===== config.mk =====
export PLATFORM = sky130hd
export DESIGN_NAME = fcac_device_flat
export DESIGN_NICKNAME = d
export VERILOG_FILES = /design/src/fcac_pkg.sv /design/src/fcac_if.sv /design/src/fcac_device.sv /design/src/flat_wrapper.sv
export VERILOG_INCLUDE_DIRS = /design/src
export SDC_FILE = /design/constraint.sdc
export NUM_CORES = 1
export LEC_CHECK = 0
export BUFFER_PORTS_ARGS = -buffer_cell sky130_fd_sc_hd__buf_4
export CELL_PAD_IN_SITES_DETAIL_PLACEMENT = 1
export CELL_PAD_IN_SITES_GLOBAL_PLACEMENT = 2
export CORE_MARGIN = 10
export CORE_UTILIZATION = 26
export DETAILED_ROUTE_END_ITERATION = 7
export PLACE_DENSITY = 0.72
export REMOVE_ABC_BUFFERS = 1
export SLEW_MARGIN = 0
export SYNTH_ARGS = -nofsm -noshare
export SYNTH_HDL_FRONTEND = slang
export SYNTH_SLANG_ARGS = --single-unit

===== constraint.sdc =====
create_clock -name hclk -period 1.95 [get_ports hclk]
set_input_delay 0.2925 -clock hclk [delete_from_list [all_inputs] [get_ports hclk]]
set_output_delay 0.2925 -clock hclk [all_outputs]
set_load 0.05 [all_outputs]

===== src/fcac_regs.svh =====
// Purpose: constants for the flash command interpreter and its host controller
// Assumes: 16-bit data, 20-bit word address, four banks on the top two address bits
// Notes:   command codes and bank split are free choices of this design
`ifndef FCAC_REGS_SVH
`define FCAC_REGS_SVH
`define FCAC_AW            20
`define FCAC_DW            16
// configuration fields carried on the address of the final configuration cycle
`define FCAC_CFG_MODE_BIT  19
`define FCAC_CFG_RDY_BIT   18
`define FCAC_CFG_EDGE_BIT  17
`define FCAC_CFG_BURST_HI  16
`define FCAC_CFG_BURST_LO  15
`define FCAC_CFG_WAIT_HI   14
`define FCAC_CFG_WAIT_LO   12
`define FCAC_CFG_RESET     8'he5
`define FCAC_WAIT_DEFAULT  3'h5
`define FCAC_WAIT_RSVD     3'h6
// bank address is the top two address bits
`define FCAC_BANK_HI       19
`define FCAC_BANK_LO       18
`define FCAC_SECT_HI       17
`define FCAC_SECT_LO       15
// unlock and command codes
`define FCAC_UNLOCK1_ADDR  12'h555
`define FCAC_UNLOCK2_ADDR  12'h2aa
`define FCAC_UNLOCK1_DATA  16'h00aa
`define FCAC_UNLOCK2_DATA  16'h0055
`define FCAC_CMD_RESET     16'h00f0
`define FCAC_CMD_AUTOSEL   16'h0090
`define FCAC_CMD_SEC_ENTER 16'h0088
`define FCAC_CMD_SEC_EXIT  16'h0090
`define FCAC_CMD_SEC_EXIT2 16'h0000
`define FCAC_CMD_CFG       16'h00c0
`define FCAC_CMD_PROGRAM   16'h00a0
`define FCAC_CMD_ERASE     16'h0080
`define FCAC_CMD_ERASE_GO  16'h0030
// autoselect offsets
`define FCAC_AS_MFR        8'h00
`define FCAC_AS_DEV1       8'h01
`define FCAC_AS_LOCK       8'h02
`define FCAC_AS_IND        8'h03
`define FCAC_AS_DEV2       8'h0e
`define FCAC_AS_DEV3       8'h0f
`define FCAC_LOCKED        16'h0001
`define FCAC_UNLOCKED      16'h0000
`define FCAC_IND_FACT_BIT  7
`define FCAC_IND_CUST_BIT  6
`define FCAC_IND_HS_BIT    5
`define FCAC_ESN_WORDS     8
// host register map over ahb-lite
`define FCAC_HREG_ADDR     8'h00
`define FCAC_HREG_DATA     8'h04
`define FCAC_HREG_CTRL     8'h08
`define FCAC_HREG_STATUS   8'h0c
`define FCAC_HREG_RDATA    8'h10
`endif


===== src/fcac_pkg.sv =====
// Purpose: shared types of the flash command interpreter
// Assumes: fcac_regs.svh for numbers
// Notes:   none
package fcac_pkg;
  typedef enum logic [2:0] {
    FCAC_CMD_IDLE = 3'b000,
    FCAC_CMD_U1   = 3'b001,
    FCAC_CMD_U2   = 3'b010,
    FCAC_CMD_PGM  = 3'b011,
    FCAC_CMD_ER3  = 3'b100,
    FCAC_CMD_ER4  = 3'b101,
    FCAC_CMD_ER5  = 3'b110,
    FCAC_CMD_SX   = 3'b111
  } fcac_seq_t;
  typedef enum logic [1:0] {
    FCAC_BANK_READ    = 2'b00,
    FCAC_BANK_AUTOSEL = 2'b01,
    FCAC_BANK_BUSY    = 2'b10
  } fcac_bank_t;
endpackage : fcac_pkg


===== src/fcac_if.sv =====
// Purpose: flash bus between host controller and device command logic
// Assumes: single clock hclk, one word per cycle
// Notes:   we_n/re_n are one-cycle strobes from the host
`timescale 1ns/1ps
`include "fcac_regs.svh"
interface fcac_if;
  logic                 avs_n;
  logic                 we_n;
  logic                 re_n;
  logic [`FCAC_AW-1:0]  addr;
  logic [`FCAC_DW-1:0]  wdata;
  logic [`FCAC_DW-1:0]  rdata;
  logic                 rvalid;
  logic                 rdy_o;
  logic                 rdy_oe;
  modport device (input avs_n, input we_n, input re_n, input addr, input wdata,
                  output rdata, output rvalid, output rdy_o, output rdy_oe);
  modport host (output avs_n, output we_n, output re_n, output addr, output wdata,
                input rdata, input rvalid, input rdy_o, input rdy_oe);
endinterface : fcac_if


===== src/fcac_device.sv =====
// Purpose: command interpreter of a multi-bank burst flash
// Assumes: host drives strobes synchronously on hclk
// Notes:   array contents come in on array_rdata; program/erase timing from algo_busy
//
// Contract
// - a17 selects rising or falling active edge
// - a18 sets ready with data or early
// - a19 chooses burst or asynchronous reads
// - a16:a15 select burst length or continuous
// - wait code 011 is 5, 100 is 6
// - every field defaults on any reset; here only hresetn restores them, the reset command leaves cfg as set
// - reset command returns banks, address ignored
// - reset aborts erase setup, ignored while erasing
// - reset aborts program setup, ignored while programming
// - autoselect left only by reset command
// - reset after limit exceeded returns to read
// - host autoselects only idle banks
// - two unlocks plus bank command enter autoselect
// - burst autoselect read gives one word only
// - autoselect reads repeat; other banks read array
// - offsets 00,01,0e,0f give identity words
// - offset 02 per sector gives lock state
// - offset 03 gives indicator bits, upper zero
// - three-cycle entry, four-cycle exit of region
// - secured region unavailable while algorithm runs
// - region holds eight-word serial number
// - wait codes give 2..7 cycles, 6,7 reserved
//
// Chosen here: the placing of the registers and register access over AHB-Lite.
`timescale 1ns/1ps
`include "fcac_regs.svh"
module fcac_device #(
  parameter logic [15:0] MFR_CODE  = 16'h0a5a, // arbitrary
  parameter logic [15:0] DEV_CODE1 = 16'h1111, // arbitrary
  parameter logic [15:0] DEV_CODE2 = 16'h2222, // arbitrary
  parameter logic [15:0] DEV_CODE3 = 16'h3333, // arbitrary
  parameter logic [127:0] ELECTRONIC_SERIAL_NUMBER      = 128'h0123456789abcdeffedcba9876543210
) (
  input  wire logic                 hclk,
  input  wire logic                 hresetn,
  fcac_if.device                    bus,
  input  wire logic [`FCAC_DW-1:0]  array_rdata,
  input  wire logic [7:0]           sector_lock,
  input  wire logic                 factory_lock,
  input  wire logic                 customer_lock,
  input  wire logic                 reduced_hs,
  input  wire logic                 exceeded_limit_bit,
  input  wire logic [3:0]           algo_busy,
  input  wire logic [3:0]           suspended,
  output logic                      sync_mode,
  output logic                      rdy_early,
  output logic                      rising_edge_sel,
  output logic [1:0]                burst_len,
  output logic [2:0]                wait_code,
  output logic [3:0]                autosel_bank,
  output logic                      secured_region,
  output logic [3:0]                abort_bank
);
  fcac_pkg::fcac_seq_t seq;
  fcac_pkg::fcac_seq_t next_seq;
  logic [7:0]  cfg;
  logic [1:0]  bank_sel;
  logic [1:0]  wr_bank;
  logic [1:0]  pend_bank;
  logic        pend;
  logic        wr;
  logic        is_reset;
  logic        any_busy;
  logic        burst_rd;
  logic [3:0]  busy_s1;
  logic [3:0]  busy_s2;
  logic        lim_s1;
  logic        lim_s2;
  logic [15:0] as_word;

  function automatic logic is_unlock(input logic [`FCAC_AW-1:0] a, input logic [15:0] d, input logic first);
    is_unlock = first ? (a[11:0] == `FCAC_UNLOCK1_ADDR && d == `FCAC_UNLOCK1_DATA)
                      : (a[11:0] == `FCAC_UNLOCK2_ADDR && d == `FCAC_UNLOCK2_DATA);
  endfunction : is_unlock

  // status inputs come from the array core, outside hclk timing
  always_ff @(posedge hclk or negedge hresetn)
  begin
    if (!hresetn)
    begin
      busy_s1 <= 4'h0;
      busy_s2 <= 4'h0;
      lim_s1  <= 1'b0;
      lim_s2  <= 1'b0;
    end
    else
    begin
      busy_s1 <= algo_busy;
      busy_s2 <= busy_s1;
      lim_s1  <= exceeded_limit_bit;
      lim_s2  <= lim_s1;
    end
  end

  assign wr       = !bus.we_n;
  assign is_reset = wr && bus.wdata == `FCAC_CMD_RESET;
  assign wr_bank  = bus.addr[`FCAC_BANK_HI:`FCAC_BANK_LO];
  assign bank_sel = bus.addr[`FCAC_BANK_HI:`FCAC_BANK_LO];
  assign any_busy = |busy_s2;
  assign burst_rd = !cfg[`FCAC_CFG_MODE_BIT-`FCAC_CFG_WAIT_LO];

  // command sequencer; reset command drops any partial sequence
  always_comb
  begin
    next_seq = seq;
    if (wr)
    begin
      if (is_reset)
        next_seq = fcac_pkg::FCAC_CMD_IDLE;
      else
        case (seq)
          fcac_pkg::FCAC_CMD_IDLE: next_seq = is_unlock(bus.addr, bus.wdata, 1'b1) ?
                                     fcac_pkg::FCAC_CMD_U1 : fcac_pkg::FCAC_CMD_IDLE;
          fcac_pkg::FCAC_CMD_U1:   next_seq = is_unlock(bus.addr, bus.wdata, 1'b0) ?
                                     fcac_pkg::FCAC_CMD_U2 : fcac_pkg::FCAC_CMD_IDLE;
          fcac_pkg::FCAC_CMD_U2:
          begin
            if (bus.wdata == `FCAC_CMD_PROGRAM)
              next_seq = fcac_pkg::FCAC_CMD_PGM;
            else if (bus.wdata == `FCAC_CMD_ERASE)
              next_seq = fcac_pkg::FCAC_CMD_ER3;
            else if (bus.wdata == `FCAC_CMD_SEC_EXIT && secured_region)
              next_seq = fcac_pkg::FCAC_CMD_SX;
            else
              next_seq = fcac_pkg::FCAC_CMD_IDLE;
          end
          fcac_pkg::FCAC_CMD_ER3:  next_seq = is_unlock(bus.addr, bus.wdata, 1'b1) ?
                                     fcac_pkg::FCAC_CMD_ER4 : fcac_pkg::FCAC_CMD_IDLE;
          fcac_pkg::FCAC_CMD_ER4:  next_seq = is_unlock(bus.addr, bus.wdata, 1'b0) ?
                                     fcac_pkg::FCAC_CMD_ER5 : fcac_pkg::FCAC_CMD_IDLE;
          default:                 next_seq = fcac_pkg::FCAC_CMD_IDLE;
        endcase
    end
  end

  always_ff @(posedge hclk or negedge hresetn)
  begin
    if (!hresetn)
      seq <= fcac_pkg::FCAC_CMD_IDLE;
    else
      seq <= next_seq;
  end

  // abort pulse toward the array core for the bank in command setup
  always_ff @(posedge hclk or negedge hresetn)
  begin
    if (!hresetn)
    begin
      abort_bank <= 4'h0;
      pend       <= 1'b0;
      pend_bank  <= 2'h0;
    end
    else
    begin
      abort_bank <= 4'h0;
      if (wr && seq == fcac_pkg::FCAC_CMD_U2)
      begin
        pend      <= 1'b1;
        pend_bank <= wr_bank;
      end
      if (is_reset && pend && !busy_s2[pend_bank])
      begin
        abort_bank[pend_bank] <= 1'b1;
        pend                  <= 1'b0;
      end
      else if (wr && (seq == fcac_pkg::FCAC_CMD_PGM || seq == fcac_pkg::FCAC_CMD_ER5))
        pend <= 1'b0;
      // after a limit fault, reset clears the faulted banks back to read
      if (is_reset && lim_s2)
        abort_bank <= busy_s2;
    end
  end

  // configuration word taken from address of the final cycle
  always_ff @(posedge hclk or negedge hresetn)
  begin
    if (!hresetn)
      cfg <= `FCAC_CFG_RESET;
    else if (wr && seq == fcac_pkg::FCAC_CMD_U2 && bus.wdata == `FCAC_CMD_CFG &&
             bus.addr[`FCAC_CFG_WAIT_HI:`FCAC_CFG_WAIT_LO] < `FCAC_WAIT_RSVD)
      cfg <= bus.addr[`FCAC_CFG_MODE_BIT:`FCAC_CFG_WAIT_LO];
  end

  always_ff @(posedge hclk or negedge hresetn)
  begin
    if (!hresetn)
    begin
      sync_mode       <= 1'b0;
      rdy_early       <= 1'b0;
      rising_edge_sel <= 1'b1;
      burst_len       <= 2'h0;
      wait_code       <= `FCAC_WAIT_DEFAULT;
    end
    else
    begin
      sync_mode       <= !cfg[`FCAC_CFG_MODE_BIT-`FCAC_CFG_WAIT_LO];
      rdy_early       <= !cfg[`FCAC_CFG_RDY_BIT-`FCAC_CFG_WAIT_LO];
      rising_edge_sel <= cfg[`FCAC_CFG_EDGE_BIT-`FCAC_CFG_WAIT_LO];
      burst_len       <= cfg[`FCAC_CFG_BURST_HI-`FCAC_CFG_WAIT_LO:`FCAC_CFG_BURST_LO-`FCAC_CFG_WAIT_LO];
      wait_code       <= cfg[`FCAC_CFG_WAIT_HI-`FCAC_CFG_WAIT_LO:0];
    end
  end

  // bank modes: autoselect and secured region
  always_ff @(posedge hclk or negedge hresetn)
  begin
    if (!hresetn)
    begin
      autosel_bank   <= 4'h0;
      secured_region <= 1'b0;
    end
    else if (is_reset)
      autosel_bank <= 4'h0;
    else if (wr && seq == fcac_pkg::FCAC_CMD_U2)
    begin
      if (bus.wdata == `FCAC_CMD_AUTOSEL && !any_busy && !secured_region)
        autosel_bank[wr_bank] <= 1'b1;
      else if (bus.wdata == `FCAC_CMD_SEC_ENTER && !any_busy)
        secured_region <= 1'b1;
    end
    else if (wr && seq == fcac_pkg::FCAC_CMD_SX && bus.wdata == `FCAC_CMD_SEC_EXIT2)
      secured_region <= 1'b0;
  end

  always_comb
  begin
    case (bus.addr[7:0])
      `FCAC_AS_MFR:  as_word = MFR_CODE;
      `FCAC_AS_DEV1: as_word = DEV_CODE1;
      `FCAC_AS_DEV2: as_word = DEV_CODE2;
      `FCAC_AS_DEV3: as_word = DEV_CODE3;
      `FCAC_AS_LOCK: as_word = sector_lock[bus.addr[`FCAC_SECT_HI:`FCAC_SECT_LO]] ?
                               `FCAC_LOCKED : `FCAC_UNLOCKED;
      `FCAC_AS_IND:  as_word = {8'h00, factory_lock, customer_lock, reduced_hs, 5'h00};
      default:       as_word = 16'h0000;
    endcase
  end

  // read path; a burst read of autoselect data yields just one word
  always_ff @(posedge hclk or negedge hresetn)
  begin
    if (!hresetn)
    begin
      bus.rdata  <= 16'h0000;
      bus.rvalid <= 1'b0;
      bus.rdy_o  <= 1'b0;
      bus.rdy_oe <= 1'b0;
    end
    else
    begin
      bus.rvalid <= !bus.re_n;
      bus.rdy_o  <= !bus.re_n;
      bus.rdy_oe <= !bus.re_n && !burst_rd;
      if (!bus.re_n)
      begin
        if (secured_region && !any_busy)
          bus.rdata <= ELECTRONIC_SERIAL_NUMBER[bus.addr[2:0]*16 +: 16];
        else if (autosel_bank[bank_sel])
          bus.rdata <= (burst_rd && bus.avs_n) ? 16'h0000 : as_word;
        else
          bus.rdata <= array_rdata;
      end
    end
  end
endmodule : fcac_device


===== src/flat_wrapper.sv =====
// flat-port wrapper written by rule: the top's interface ports become plain ports
module fcac_device_flat 
#(
  parameter logic [15:0] MFR_CODE  = 16'h0a5a,             
  parameter logic [15:0] DEV_CODE1 = 16'h1111,             
  parameter logic [15:0] DEV_CODE2 = 16'h2222,             
  parameter logic [15:0] DEV_CODE3 = 16'h3333,             
  parameter logic [127:0] ELECTRONIC_SERIAL_NUMBER      = 128'h0123456789abcdeffedcba9876543210
)
  (hclk, hresetn, array_rdata, sector_lock, factory_lock, customer_lock, reduced_hs, exceeded_limit_bit, algo_busy, suspended, sync_mode, rdy_early, rising_edge_sel, burst_len, wait_code, autosel_bank, secured_region, abort_bank, bus_avs_n, bus_we_n, bus_re_n, bus_addr, bus_wdata, bus_rdata, bus_rvalid, bus_rdy_o, bus_rdy_oe);
  fcac_if bus_i ();
  input  wire logic hclk;
  input  wire logic hresetn;
  input  wire logic [`FCAC_DW-1:0] array_rdata;
  input  wire logic [7:0] sector_lock;
  input  wire logic factory_lock;
  input  wire logic customer_lock;
  input  wire logic reduced_hs;
  input  wire logic exceeded_limit_bit;
  input  wire logic [3:0] algo_busy;
  input  wire logic [3:0] suspended;
  output logic sync_mode;
  output logic rdy_early;
  output logic rising_edge_sel;
  output logic [1:0] burst_len;
  output logic [2:0] wait_code;
  output logic [3:0] autosel_bank;
  output logic secured_region;
  output logic [3:0] abort_bank;
  input wire logic [$bits(bus_i.avs_n)-1:0] bus_avs_n;
  input wire logic [$bits(bus_i.we_n)-1:0] bus_we_n;
  input wire logic [$bits(bus_i.re_n)-1:0] bus_re_n;
  input wire logic [$bits(bus_i.addr)-1:0] bus_addr;
  input wire logic [$bits(bus_i.wdata)-1:0] bus_wdata;
  output wire logic [$bits(bus_i.rdata)-1:0] bus_rdata;
  output wire logic [$bits(bus_i.rvalid)-1:0] bus_rvalid;
  output wire logic [$bits(bus_i.rdy_o)-1:0] bus_rdy_o;
  output wire logic [$bits(bus_i.rdy_oe)-1:0] bus_rdy_oe;
  assign bus_i.avs_n = bus_avs_n;
  assign bus_i.we_n = bus_we_n;
  assign bus_i.re_n = bus_re_n;
  assign bus_i.addr = bus_addr;
  assign bus_i.wdata = bus_wdata;
  assign bus_rdata = bus_i.rdata;
  assign bus_rvalid = bus_i.rvalid;
  assign bus_rdy_o = bus_i.rdy_o;
  assign bus_rdy_oe = bus_i.rdy_oe;
  fcac_device #(.MFR_CODE(MFR_CODE), .DEV_CODE1(DEV_CODE1), .DEV_CODE2(DEV_CODE2), .DEV_CODE3(DEV_CODE3), .ELECTRONIC_SERIAL_NUMBER(ELECTRONIC_SERIAL_NUMBER)) u_core (.hclk(hclk), .hresetn(hresetn), .bus(bus_i), .array_rdata(array_rdata), .sector_lock(sector_lock), .factory_lock(factory_lock), .customer_lock(customer_lock), .reduced_hs(reduced_hs), .exceeded_limit_bit(exceeded_limit_bit), .algo_busy(algo_busy), .suspended(suspended), .sync_mode(sync_mode), .rdy_early(rdy_early), .rising_edge_sel(rising_edge_sel), .burst_len(burst_len), .wait_code(wait_code), .autosel_bank(autosel_bank), .secured_region(secured_region), .abort_bank(abort_bank));
endmodule

* Yosys cells after proc, flatten, opt, wreduce, memory -nomap -nowiden *
Index checks and enable logic that the tools add are counted.

storage, ports and cells
  memory bits (read-only) = 0
  memories = 0
  logic and storage cells = 127
  input bits = 77
  output and inout bits = 36
  latch bits = 0
  register bits after elaboration = 59
  RAM bits = 0

operators by class
  bitwise operators = 2
  $mul = 0
  multiplexer cells = 36
  shifts and indexed selects = 1
  divide/modulo/power cells = 0
  eq/ne operators = 24
  reduce and logical (&&, ||, !) cells = 39
  add/subtract/negate cells = 0
  magnitude comparators = 6

operators with widths
  cell                                                          number
  variable part select 128 x 8 -> 16 bit, first input constant  1
  equality test 16 x 8 -> 1 bit, second input constant          7
  case mux 16 bit (6 select lines)                              1
  two-way mux 16 bit                                            3
  logical AND 1 bit                                             21
  two-way mux 4 bit                                             5
  two-way mux 3 bit                                             6
  equality test 16 x 7 -> 1 bit, second input constant          1
  equality test 8 x 2 -> 1 bit, second input constant           2
  equality test 8 x 4 -> 1 bit, second input constant           2
  logical NOT 16 bit                                            1
  case mux 3 bit (5 select lines)                               1
  two-way mux 1 bit                                             14
  equality test 12 x 10 -> 1 bit, second input constant         1
  equality test 12 x 11 -> 1 bit, second input constant         1
  equality test 3 bit, second input constant                    4
  equality test 8 x 1 -> 1 bit, second input constant           1
  logical NOT 8 bit                                             1
  logical NOT 1 bit                                             7
  equality test 3 x 2 -> 1 bit, second input constant           2
  less-than comparator 2 x 3 -> 1 bit, second input constant    2
  nonzero test 2 bit                                            3
  binary-select mux 1 bit (select 2 bit)                        2
  demux 1 bit (select 2 bit)                                    2
  other kinds (15)                                              17

* Longest topological paths before layout *
Gate-level depths: netlist (run 1).

  depth in word-level cells = 8
  gate-level depth with buffers = 7
  gate-level depth less buffers = 5

* Worst setup path before layout (run 1) *
No wires, ideal clock.

  kind = in2reg
  start = in bus_wdata[9]
  end = reg u_core.autosel_bank[0]
  arrival time = 2058 ps
  cell stages on the path = 5
  required time = 1829 ps
  path buffers = 1
  slack = -229 ps
  library setup time = 121 ps
  cell sequence = or4_4 > or3_4 > or4_4 > buf_6 > a22o_1

between the ends
  word-level cells in the longest chain between the ends = 5
  elaborated cells on any way between the ends = 9
  classes of those cells = 2 x eq/ne; 1 x mux; 6 x reduce/logical

RTL lines
  element                                         RTL line            RTL
  from (decl)                                     flat_wrapper.sv:34  input wire logic [$bits(bus_i.wdata)-1:0] bus_wdata;
  equality test 16 x 8 -> 1 bit (no source line)  n/a
  logical AND 1 bit (2 in a row)                  fcac_device.sv:221  if (bus.wdata == `FCAC_CMD_AUTOSEL && !any_busy && !secured_region)
  nonzero test 2 bit (no source line)             n/a
  AND reduction 2 bit (no source line)            n/a
  to (signal assigned)                            fcac_device.sv:214  autosel_bank <= 4'h0;
  to (signal assigned)                            fcac_device.sv:218  autosel_bank <= 4'h0;
  to (signal, indexed assignment)                 fcac_device.sv:222  autosel_bank[wr_bank] <= 1'b1;
  to (decl)                                       fcac_device.sv:55   output logic [3:0] autosel_bank,

Parallel ways exist; a longest one is shown, timed or not.
A chain may end at the register's enable or synchronous reset.

* Worst setup path in the final report (run 1) *
  start = in bus_wdata[9]
  end = reg u_core.cfg[3]

between the ends
  word-level cells in the longest chain between the ends = 3

RTL lines
  element                                          RTL line            RTL
  equality test 16 x 8 -> 1 bit (no source line)   n/a
  logical AND 1 bit (no source line) (2 in a row)  n/a
  to (signal assigned)                             fcac_device.sv:183  cfg <= `FCAC_CFG_RESET;
  to (signal assigned)                             fcac_device.sv:186  cfg <= bus.addr[`FCAC_CFG_MODE_BIT:`FCAC_CFG_WAIT_LO];
  to (decl)                                        fcac_device.sv:61   logic [7:0] cfg;

Every way passes these cells.

==> impl_metrics.ini, run 1 <==
[route]
drt_first_pass_iters = 5
initialDrtViolationCount = 109
postRouteAntennaNets = 0
wirelength_um = 9890
drcViolationCount = 0
routedWlPerCell_um = 18.3
viasPerCell = 4.85
routed-via-count = 2629

[final_layout]
mostFrequentLayoutCell = buf_4
stdcell_area_um2 = 4170
fillers = 1222
final_cells = 542
antenna_cells = 0
final_nets = 478
drive_above_1_share_pct = 45.8
mostFrequentLayoutCells = buf_4 (138), dfrtp_1 (51), nand2_1 (27)
area_delta_synth_final_pct = 48.8
seq_area_um2 = 1490
multiInputGateArea_um2 = 1240

[clocking]
cts_tree = done
cts_buffer_depth = 2
clkTransAtPathRegs_ps = 60
cts_buffers = 9
clk_latency_ps = 340
cts_setup_buffers = 0
clkSinkCount = 59
htree_levels = 3
cts-root-buf = clkbuf_8

[synth]
synth_seq_cells = 59
syn_inst = 262
yosysTopAreaCellShare_pct = 45.6
ys_async_sr_fraction_pct = 100
yosys_warnings = 0
syn_avg_cell_area_um2 = 10.7
synthesis.area_um2 = 2800
synth-edff-count = 0
yosysUniqueCellTypes = 50
yosysTopAreaCell = dfrtp_1
ys_seq_area_share_pct = 53.1
synth-main-ff-cell = dfrtp_1
synth.area.top_cells = dfrtp_1 (46%), dfstp_2 (7.5%), nand2_1 (3.6%)

[global_routing]
track_usage_pct = 13.1
antenna_found_initial = 0
overflow = 0
grt_max_degree = 60
first_global_vias = 2881
grt_pass1_wl_um = 15800

[setup_path]
r2r-start = u_core.busy_s2[1]
startpoint_type = primary input
cp.required_ps = 2170
crit_start = bus_wdata[9]
worst_setup_path_end_kind = flip-flop
critPathKind = primary input to flip-flop
cp_max_fo = 8
worstPathArrival_ps = 2080

[sta]
hold_ws_ps = 21.9
fin_crit_sh_pct = 95.5
worst_slack_ps = 87.9
slew_violations = 0
worst_slew_pin_slew_ps = 751
hold_violations = 0
fin_crit_ps = 1860
timing.fmax_ghz = 0.537
skew_ps = 13.2
setup_viol = 0
slew_headroom_pct = 49.9

[placement]
portBuffers = 108
dp_cells = 526
dp_slack_ps = -330
place.gp.congestion = 0.766
placed_area_um2 = 3960
dpl.hpwl_um = 7800

[power_and_ir_drop]
combPwrFrac_pct = 16.6
ir_drop_uv = 387
leakage_nw = 1.96
power.share.switching_pct = 27.3
power_density_nw_per_um2 = 690
pwr-share-clk_pct = 38.5
power_w = 0.00287
pwr-share-seq_pct = 45.0
p_int_w = 0.00209
p_sw_w = 0.000786

[die]
core_um2 = 10400
dieHeight_um = 124
start_util_pct = 26.9
die_w_um = 124
ios = 113
std_cell_rows = 37
dieArea_um2 = 15300

[status]
status = finished clean

[flow_run]
maxCapViolCount = 0

[worst_hold_path]
hold_class = primary input to async pin
==> stage by stage <==
| step | util, % | TNS, ps |
|---|---|---|
| after floorplan | - | -1670 |
| after global placement | 38.0 | -5430 |
| after detailed placement | 38.0 | -5700 |
| after CTS | 39.9 | 0 |
| after global routing | 40.0 | -3.39 |
| final | 40.0 | 0 |
==> registers in the layout, summed over array words and instances (netlist names), 2 cells and up <==
signal and cells:
u_core.autosel_bank 4, u_core.busy_s2 4, u_core.cfg 8, u_core.wait_code 3, u_core.bus.rdata 16, u_core.burst_len 2
u_core.abort_bank 4, u_core.pend_bank 2, u_core.busy_s1 4, u_core.seq 3
==> cell families after synthesis <==
| kind of cell | Yosys count | synth area share (%) |
|---|---|---|
| simple gates | 109 | 21.9 |
| compound gates | 55 | 13.3 |
| mux | 16 | 7.86 |
| buf+inv | 21 | 3.22 |
| flops | 59 | 53.1 |
| xor+xnor | 2 | 0.626 |
==> final timing paths <==
path                                         to  slack [ps]  cells past startpoint
hold reg to reg               u_core.busy_s2[1]         350                      0
hold / removal                    u_core.cfg[3]          20                      1
setup reg to reg           u_core.bus.rdata[12]         130                      6
min in group hclk             u_core.busy_s1[2]          60                      1
setup / recovery                  u_core.cfg[3]          90                      7
max in group asynchronous  u_core.bus.rdata[13]        1430                      1
==> cells in the mapped netlist, types with 2 or more instances <==
cell type and count:
dfrtp_1 51, nand2_1 27, nor2_1 21, a21oi_1 13, inv_1 11, o21ai_0 11
clkbuf_1 8, dfstp_2 8, mux2_2 8, nor3_1 8, a2bb2oi_1 7, nor2b_1 7
nor4_1 6, nand3_1 5, nand4_1 5, a22o_1 4, mux2i_1 4, mux4_2 4
a22oi_1 3, a32oi_1 3, nand2b_1 3, nor3b_1 3, nor4b_1 3, nor4bb_1 3
o211ai_1 3, and3_1 2, nand4b_1 2, o22ai_1 2, o31ai_1 2, or2_2 2
or4_4 2, or4b_2 2, xor2_1 2
==> worst max-delay path: stages <==
cell     delay [ps]
buf_4           110
or4_4           530
or3_4           360
nor3_2          210
nand4_2         110
buf_4           180
mux2_2          280
==> final cells by class <==
type / count / area share (%)
timing repair buffer: 138 / 24.9
inverter: 11 / 0.991
clock inverter: 5 / 1.26
sequential: 59 / 35.7
multi-input combinational: 182 / 29.7
tap: 136 / 4.08
clock buffer: 11 / 3.39
==> what timing repair did <==
action                                  in CTS  in global routing
hold buffers                                 0                  0
resized for setup                            0                  3
endpoints found under the setup margin       0                 18
==> power by group through the flow <==
stage	registers (W)	clock network, W	logic, W
after floorplan	0.00143	0	0.0000919
after global placement	0.00131	0	0.000478
after detailed placement	0.00131	0	0.000482
after CTS	0.00129	0.00115	0.000484
after global routing	0.00130	0.00123	0.000515
final	0.00129	0.00111	0.000476
==> metal layers <==
layer  track usage, %  share of wire, %  vias to the layer above
met4             3.78              0.86                        0
li1                 -                 -                     1247
met3             5.11               8.1                        7
met5                0                 0                        -
met1             16.6                44                     1296
met2             20.2                47                       79
No activity file was read; power rests on OpenSTA's default activity.
==> run 2: changes to the inputs <==
--- a/config.mk
+++ b/config.mk
@@ -10,9 +10,10 @@
 export CELL_PAD_IN_SITES_DETAIL_PLACEMENT = 1
 export CELL_PAD_IN_SITES_GLOBAL_PLACEMENT = 2
 export CORE_MARGIN = 10
-export CORE_UTILIZATION = 26
+export CORE_UTILIZATION = 27
+export CTS_BUF_LIST = sky130_fd_sc_hd__clkbuf_8
 export DETAILED_ROUTE_END_ITERATION = 7
-export PLACE_DENSITY = 0.72
+export PLACE_DENSITY = 0.74
 export REMOVE_ABC_BUFFERS = 1
 export SLEW_MARGIN = 0
 export SYNTH_ARGS = -nofsm -noshare
==> impl_metrics.ini, run 2 (same netlist as run 1, synthesis figures left out) <==
[clocking]
clkSinkCount = 59
htree_levels = 3
cts_buffers = 9
clk_latency_ps = 330
cts_buffer_depth = 2
cts_tree = done
cts-root-buf = clkbuf_8
clkTransAtPathRegs_ps = 80

[die]
dieHeight_um = 122
start_util_pct = 27.4
dieArea_um2 = 14800
std_cell_rows = 37
ios = 113
die_w_um = 122
core_um2 = 10200

[sta]
worst_slack_ps = 59.9
timing.fmax_ghz = 0.529
fin_crit_sh_pct = 96.9
slew_violations = 0
hold_violations = 0
fin_crit_ps = 1890
rsz0062_at_grt = no
setup_viol = 0
slew_headroom_pct = 48.2
worst_slew_pin_slew_ps = 777
skew_ps = 10.8

[placement]
portBuffers = 108
dpl.hpwl_um = 7640
place.gp.congestion = 0.814
dp_slack_ps = -352

[final_layout]
antenna_cells = 0
largest_reg_flops = 16
reg_top3 = u_core.bus.rdata: 16 flops, u_core.cfg: 8 flops
mostFrequentLayoutCells = buf_4 (136), dfrtp_1 (51), nand2_1 (27)
mostFrequentLayoutCell = buf_4
drive_above_1_share_pct = 45.5
top_register = u_core.bus.rdata
area_delta_synth_final_pct = 49.5
final_nets = 476
final_util_pct = 40.9

[status]
status = finished clean

[setup_path]
worstPathArrival_ps = 2110
critPathKind = primary input to flip-flop
worst_setup_path_end_kind = flip-flop
cp_max_fo = 8
startpoint_type = primary input
cp.required_ps = 2170

[power_and_ir_drop]
leakage_nw = 1.97
power_density_nw_per_um2 = 721
ir_drop_uv = 363

[route]
initialDrtViolationCount = 106
routedWlPerCell_um = 18.2
wirelength_um = 9830
drcViolationCount = 0
viasPerCell = 4.85
drt_first_pass_iters = 4
routed-via-count = 2617
postRouteAntennaNets = 0

[global_routing]
grt_max_degree = 60
overflow = 0
antenna_found_initial = 0
grt_pass1_wl_um = 15700
first_global_vias = 2925
track_usage_pct = 13.3

[flow_run]
maxCapViolCount = 0

[worst_hold_path]
hold_class = primary input to async pin
-- run 2: cell types whose count changed in the layout (fill, tap and decap cells not counted) --
cell        delta
clkinvlp_4     -1
clkinv_2       -2
and2_1         -1
clkbuf_1       -1
nor4b_4        +1
buf_4          -2
bufinv_16      +1
and2_2         +1
inv_1          +2
clkinv_4       +1
nor4b_2        -1
-- run 2: layout make-up --
| cell class | count | area, um2 |
|---|---|---|
| multi-input cells | 182 | 1250 |
| clock inverters | 6 | 81.3 |
| fillers | 1186 | 6040 |
| inverters | 11 | 41.3 |
| well taps | 136 | 170 |
| clock buffers | 10 | 138 |
| flip-flops and latches | 59 | 1490 |
| repair buffers | 136 | 1020 |
-- run 2: report_power, final --
part           switching, W  internal (W)  total (W)
registers         0.0000277       0.00127    0.00129
logic              0.000271      0.000203   0.000473
clock network      0.000506      0.000746    0.00125
total              0.000805       0.00222    0.00302
-- run 2: per-layer routing --
metal	vias to the layer above	global-route usage (%)	routed length (um)
li1	1236	-	-
met4	0	3.95	103
met5	-	0	0
met3	7	4.44	640
met2	78	21.7	4800
met1	1296	16.3	4280
-- run 2: worst max-delay path: stages --
cell     delay [ps]
buf_4           110
or4_4           540
or3_4           360
nor3_2          220
nand4_2         110
buf_4           190
mux2_2          270
-- run 2: worst paths after layout --
path,startpoint,end,slack (ps),cells past startpoint
max,bus_wdata[9],u_core.cfg[4],60,7
min,hresetn,u_core.bus.rdata[15],40,1
max reg2reg,u_core.busy_s2[0],u_core.bus.rdata[11],120,7
min reg2reg,u_core.busy_s1[0],u_core.busy_s2[0],350,0
max in group asynchronous,hresetn,u_core.bus.rdata[0],1400,1
min in group hclk,algo_busy[2],u_core.busy_s1[2],60,1
-- run 2: repair_timing --
item / 4_1_cts / 5_1_grt
resized for setup: 2 / 3
endpoints found under the setup margin: 4 / 6
setup buffers: 0 / 0
gates cloned: 0 / 0
pin swaps: 0 / 4
hold buffers: 0 / 0
-- run 2: metrics by stage --
step | setup TNS [ps] | total power, W | hold WS, ps | area, um2 | cells
6_report | 0 | 0.00302 | 38.8 | 4190 | 540
5_1_grt | 0 | 0.00317 | 35.2 | 4190 | 540
4_1_cts | 0 | 0.00308 | 41.2 | 4170 | 540
3_5_place_dp | -5880 | 0.00179 | 342 | 3940 | 524
3_3_place_gp | -5670 | 0.00178 | 331 | 3940 | 524
2_1_floorplan | -1670 | 0.00152 | -3.09 | 2750 | 252
==> run 3: changes to the inputs <==
--- a/config.mk
+++ b/config.mk
@@ -6,6 +6,7 @@
 export SDC_FILE = /design/constraint.sdc
 export NUM_CORES = 1
 export LEC_CHECK = 0
+export ABC_CLOCK_PERIOD_IN_PS = 1950
 export BUFFER_PORTS_ARGS = -buffer_cell sky130_fd_sc_hd__buf_4
 export CELL_PAD_IN_SITES_DETAIL_PLACEMENT = 1
 export CELL_PAD_IN_SITES_GLOBAL_PLACEMENT = 2
@@ -14,7 +15,6 @@
 export CTS_BUF_LIST = sky130_fd_sc_hd__clkbuf_8
 export DETAILED_ROUTE_END_ITERATION = 7
 export PLACE_DENSITY = 0.74
-export REMOVE_ABC_BUFFERS = 1
 export SLEW_MARGIN = 0
 export SYNTH_ARGS = -nofsm -noshare
 export SYNTH_HDL_FRONTEND = slang
==> impl_metrics.ini, run 3 (same netlist as run 1, synthesis figures left out) <==
[sta]
slew_headroom_pct = 49.8
slew_violations = 0
fin_tns_setup_ps = 0
skew_ps = 14.7
worst_slew_pin_slew_ps = 753
timing.fmax_ghz = 0.525
rsz0062_at_grt = yes
fin_crit_ps = 1910
hold_violations = 0
setup_viol = 0
fin_crit_sh_pct = 97.7

[setup_path]
worst_setup_path_end_kind = flip-flop
worstPathArrival_ps = 2120
cp_max_fo = 8
startpoint_type = primary input
reg2reg_slack_ps = 140
cp.required_ps = 2170
critPathKind = primary input to flip-flop

[route]
initialDrtViolationCount = 85
routed-via-count = 2561
drcViolationCount = 0
viasPerCell = 4.80
postRouteAntennaNets = 0
drt_first_pass_iters = 4
wirelength_um = 9560
routedWlPerCell_um = 17.9

[final_layout]
stdcell_area_um2 = 4090
top_register = u_core.bus.rdata
final_nets = 469
fillers = 1195
drive_above_1_share_pct = 45.1
reg_top3 = u_core.bus.rdata: 16 flops, u_core.cfg: 8 flops
area_delta_synth_final_pct = 46.2
final_util_pct = 40.0
final_cells = 533
mostFrequentLayoutCells = buf_4 (129), dfrtp_1 (51), nand2_1 (27)
antenna_cells = 0
largest_reg_flops = 16
mostFrequentLayoutCell = buf_4

[die]
dieHeight_um = 122
die_w_um = 122
start_util_pct = 27.4
core_um2 = 10200
std_cell_rows = 37
ios = 113
dieArea_um2 = 14800

[placement]
placed_area_um2 = 3890
dpl.hpwl_um = 7620
dp_cells = 517
portBuffers = 108
place.gp.congestion = 0.830

[clocking]
htree_levels = 3
holdBufCountCts = 0
cts_tree = done
clkTransAtPathRegs_ps = 70
cts_setup_buffers = 0
clkSinkCount = 59
clk_latency_ps = 330
cts-root-buf = clkbuf_8
cts_buffers = 9
cts_buffer_depth = 2

[flow_run]
maxCapViolCount = 0

[global_routing]
grt_pass1_wl_um = 15300
antenna_found_initial = 0
grt_max_degree = 60
first_global_vias = 2836
track_usage_pct = 13.0
overflow = 0

[synth]
syn_nets = 339

[worst_hold_path]
hold_class = primary input to async pin

[power_and_ir_drop]
leakage_nw = 1.91
power_density_nw_per_um2 = 678
ir_drop_uv = 441

[status]
status = finished clean
[run 3: cell types whose count changed in the layout (fill, tap and decap cells not counted), moves of 2 or more]
cell        previous run  this run
clkinvlp_4             0         2
buf_4                136       129
o21ai_0               11         9
bufinv_16              2         0
[run 3: report_power, final]
| group | internal (W) | switching, W | total (W) | leakage, nW |
|---|---|---|---|---|
| Combinational | 0.000202 | 0.000271 | 0.000473 | 1.09 |
| Sequential | 0.00127 | 0.0000256 | 0.00129 | 0.723 |
| Clock | 0.000521 | 0.000489 | 0.00101 | 0.0925 |
| Total | 0.00199 | 0.000785 | 0.00278 | 1.91 |
[run 3: cell type report]
| type | count | area, um2 | area share (%) |
|---|---|---|---|
| repair buffers | 129 | 968 | 23.7 |
| clock inverters | 5 | 28.8 | 0.703 |
| flip-flops and latches | 59 | 1490 | 36.3 |
| multi-input cells | 182 | 1250 | 30.4 |
| inverters | 11 | 41.3 | 1.01 |
| well taps | 136 | 170 | 4.16 |
| clock buffers | 11 | 151 | 3.70 |
[run 3: timing repair]
item | in CTS | in global routing
endpoints found under the setup margin | 3 | 9
pin swaps | 1 | 1
endpoints found under the hold margin | 0 | 0
resized for setup | 2 | 4
[run 3: layer usage]
layer	vias to the layer above	global-route usage, %	part of all wire (%)
met4	0	3.28	0.93
met3	6	5.18	6.7
li1	1227	-	-
met5	-	0	0
met2	67	20.7	48
met1	1261	16.0	44
[run 3: final timing paths]
kind	from	cells past startpoint	end
worst max-delay path	bus_wdata[10]	7	u_core.cfg[1]
worst min-delay path	hresetn	1	u_core.bus.rdata[15]
worst max register to register	u_core.busy_s2[1]	6	u_core.autosel_bank[0]
worst min register to register	u_core.busy_s1[3]	0	u_core.busy_s2[3]
max in group asynchronous	hresetn	1	u_core.busy_s2[1]
min in group hclk	exceeded_limit_bit	1	u_core.lim_s1
[run 3: critical path, cell delays in order]
cell and delay (ps):
buf_4 110, or4_4 530, or3_4 410, nor3_2 220
nand4_2 100, buf_4 190, mux2_2 270
[run 3: per-stage QoR]
| stage | total power, W | hold slack (ps) | setup slack (ps) |
|---|---|---|---|
| after detailed placement | 0.00179 | 336 | -321 |
| final | 0.00278 | 17.2 | 44.3 |
| after floorplan | 0.00153 | -3.09 | -214 |
| after global placement | 0.00179 | 332 | -302 |
| after global routing | 0.00293 | 33.4 | -3.07 |
| after CTS | 0.00283 | 37.7 | 32.9 |
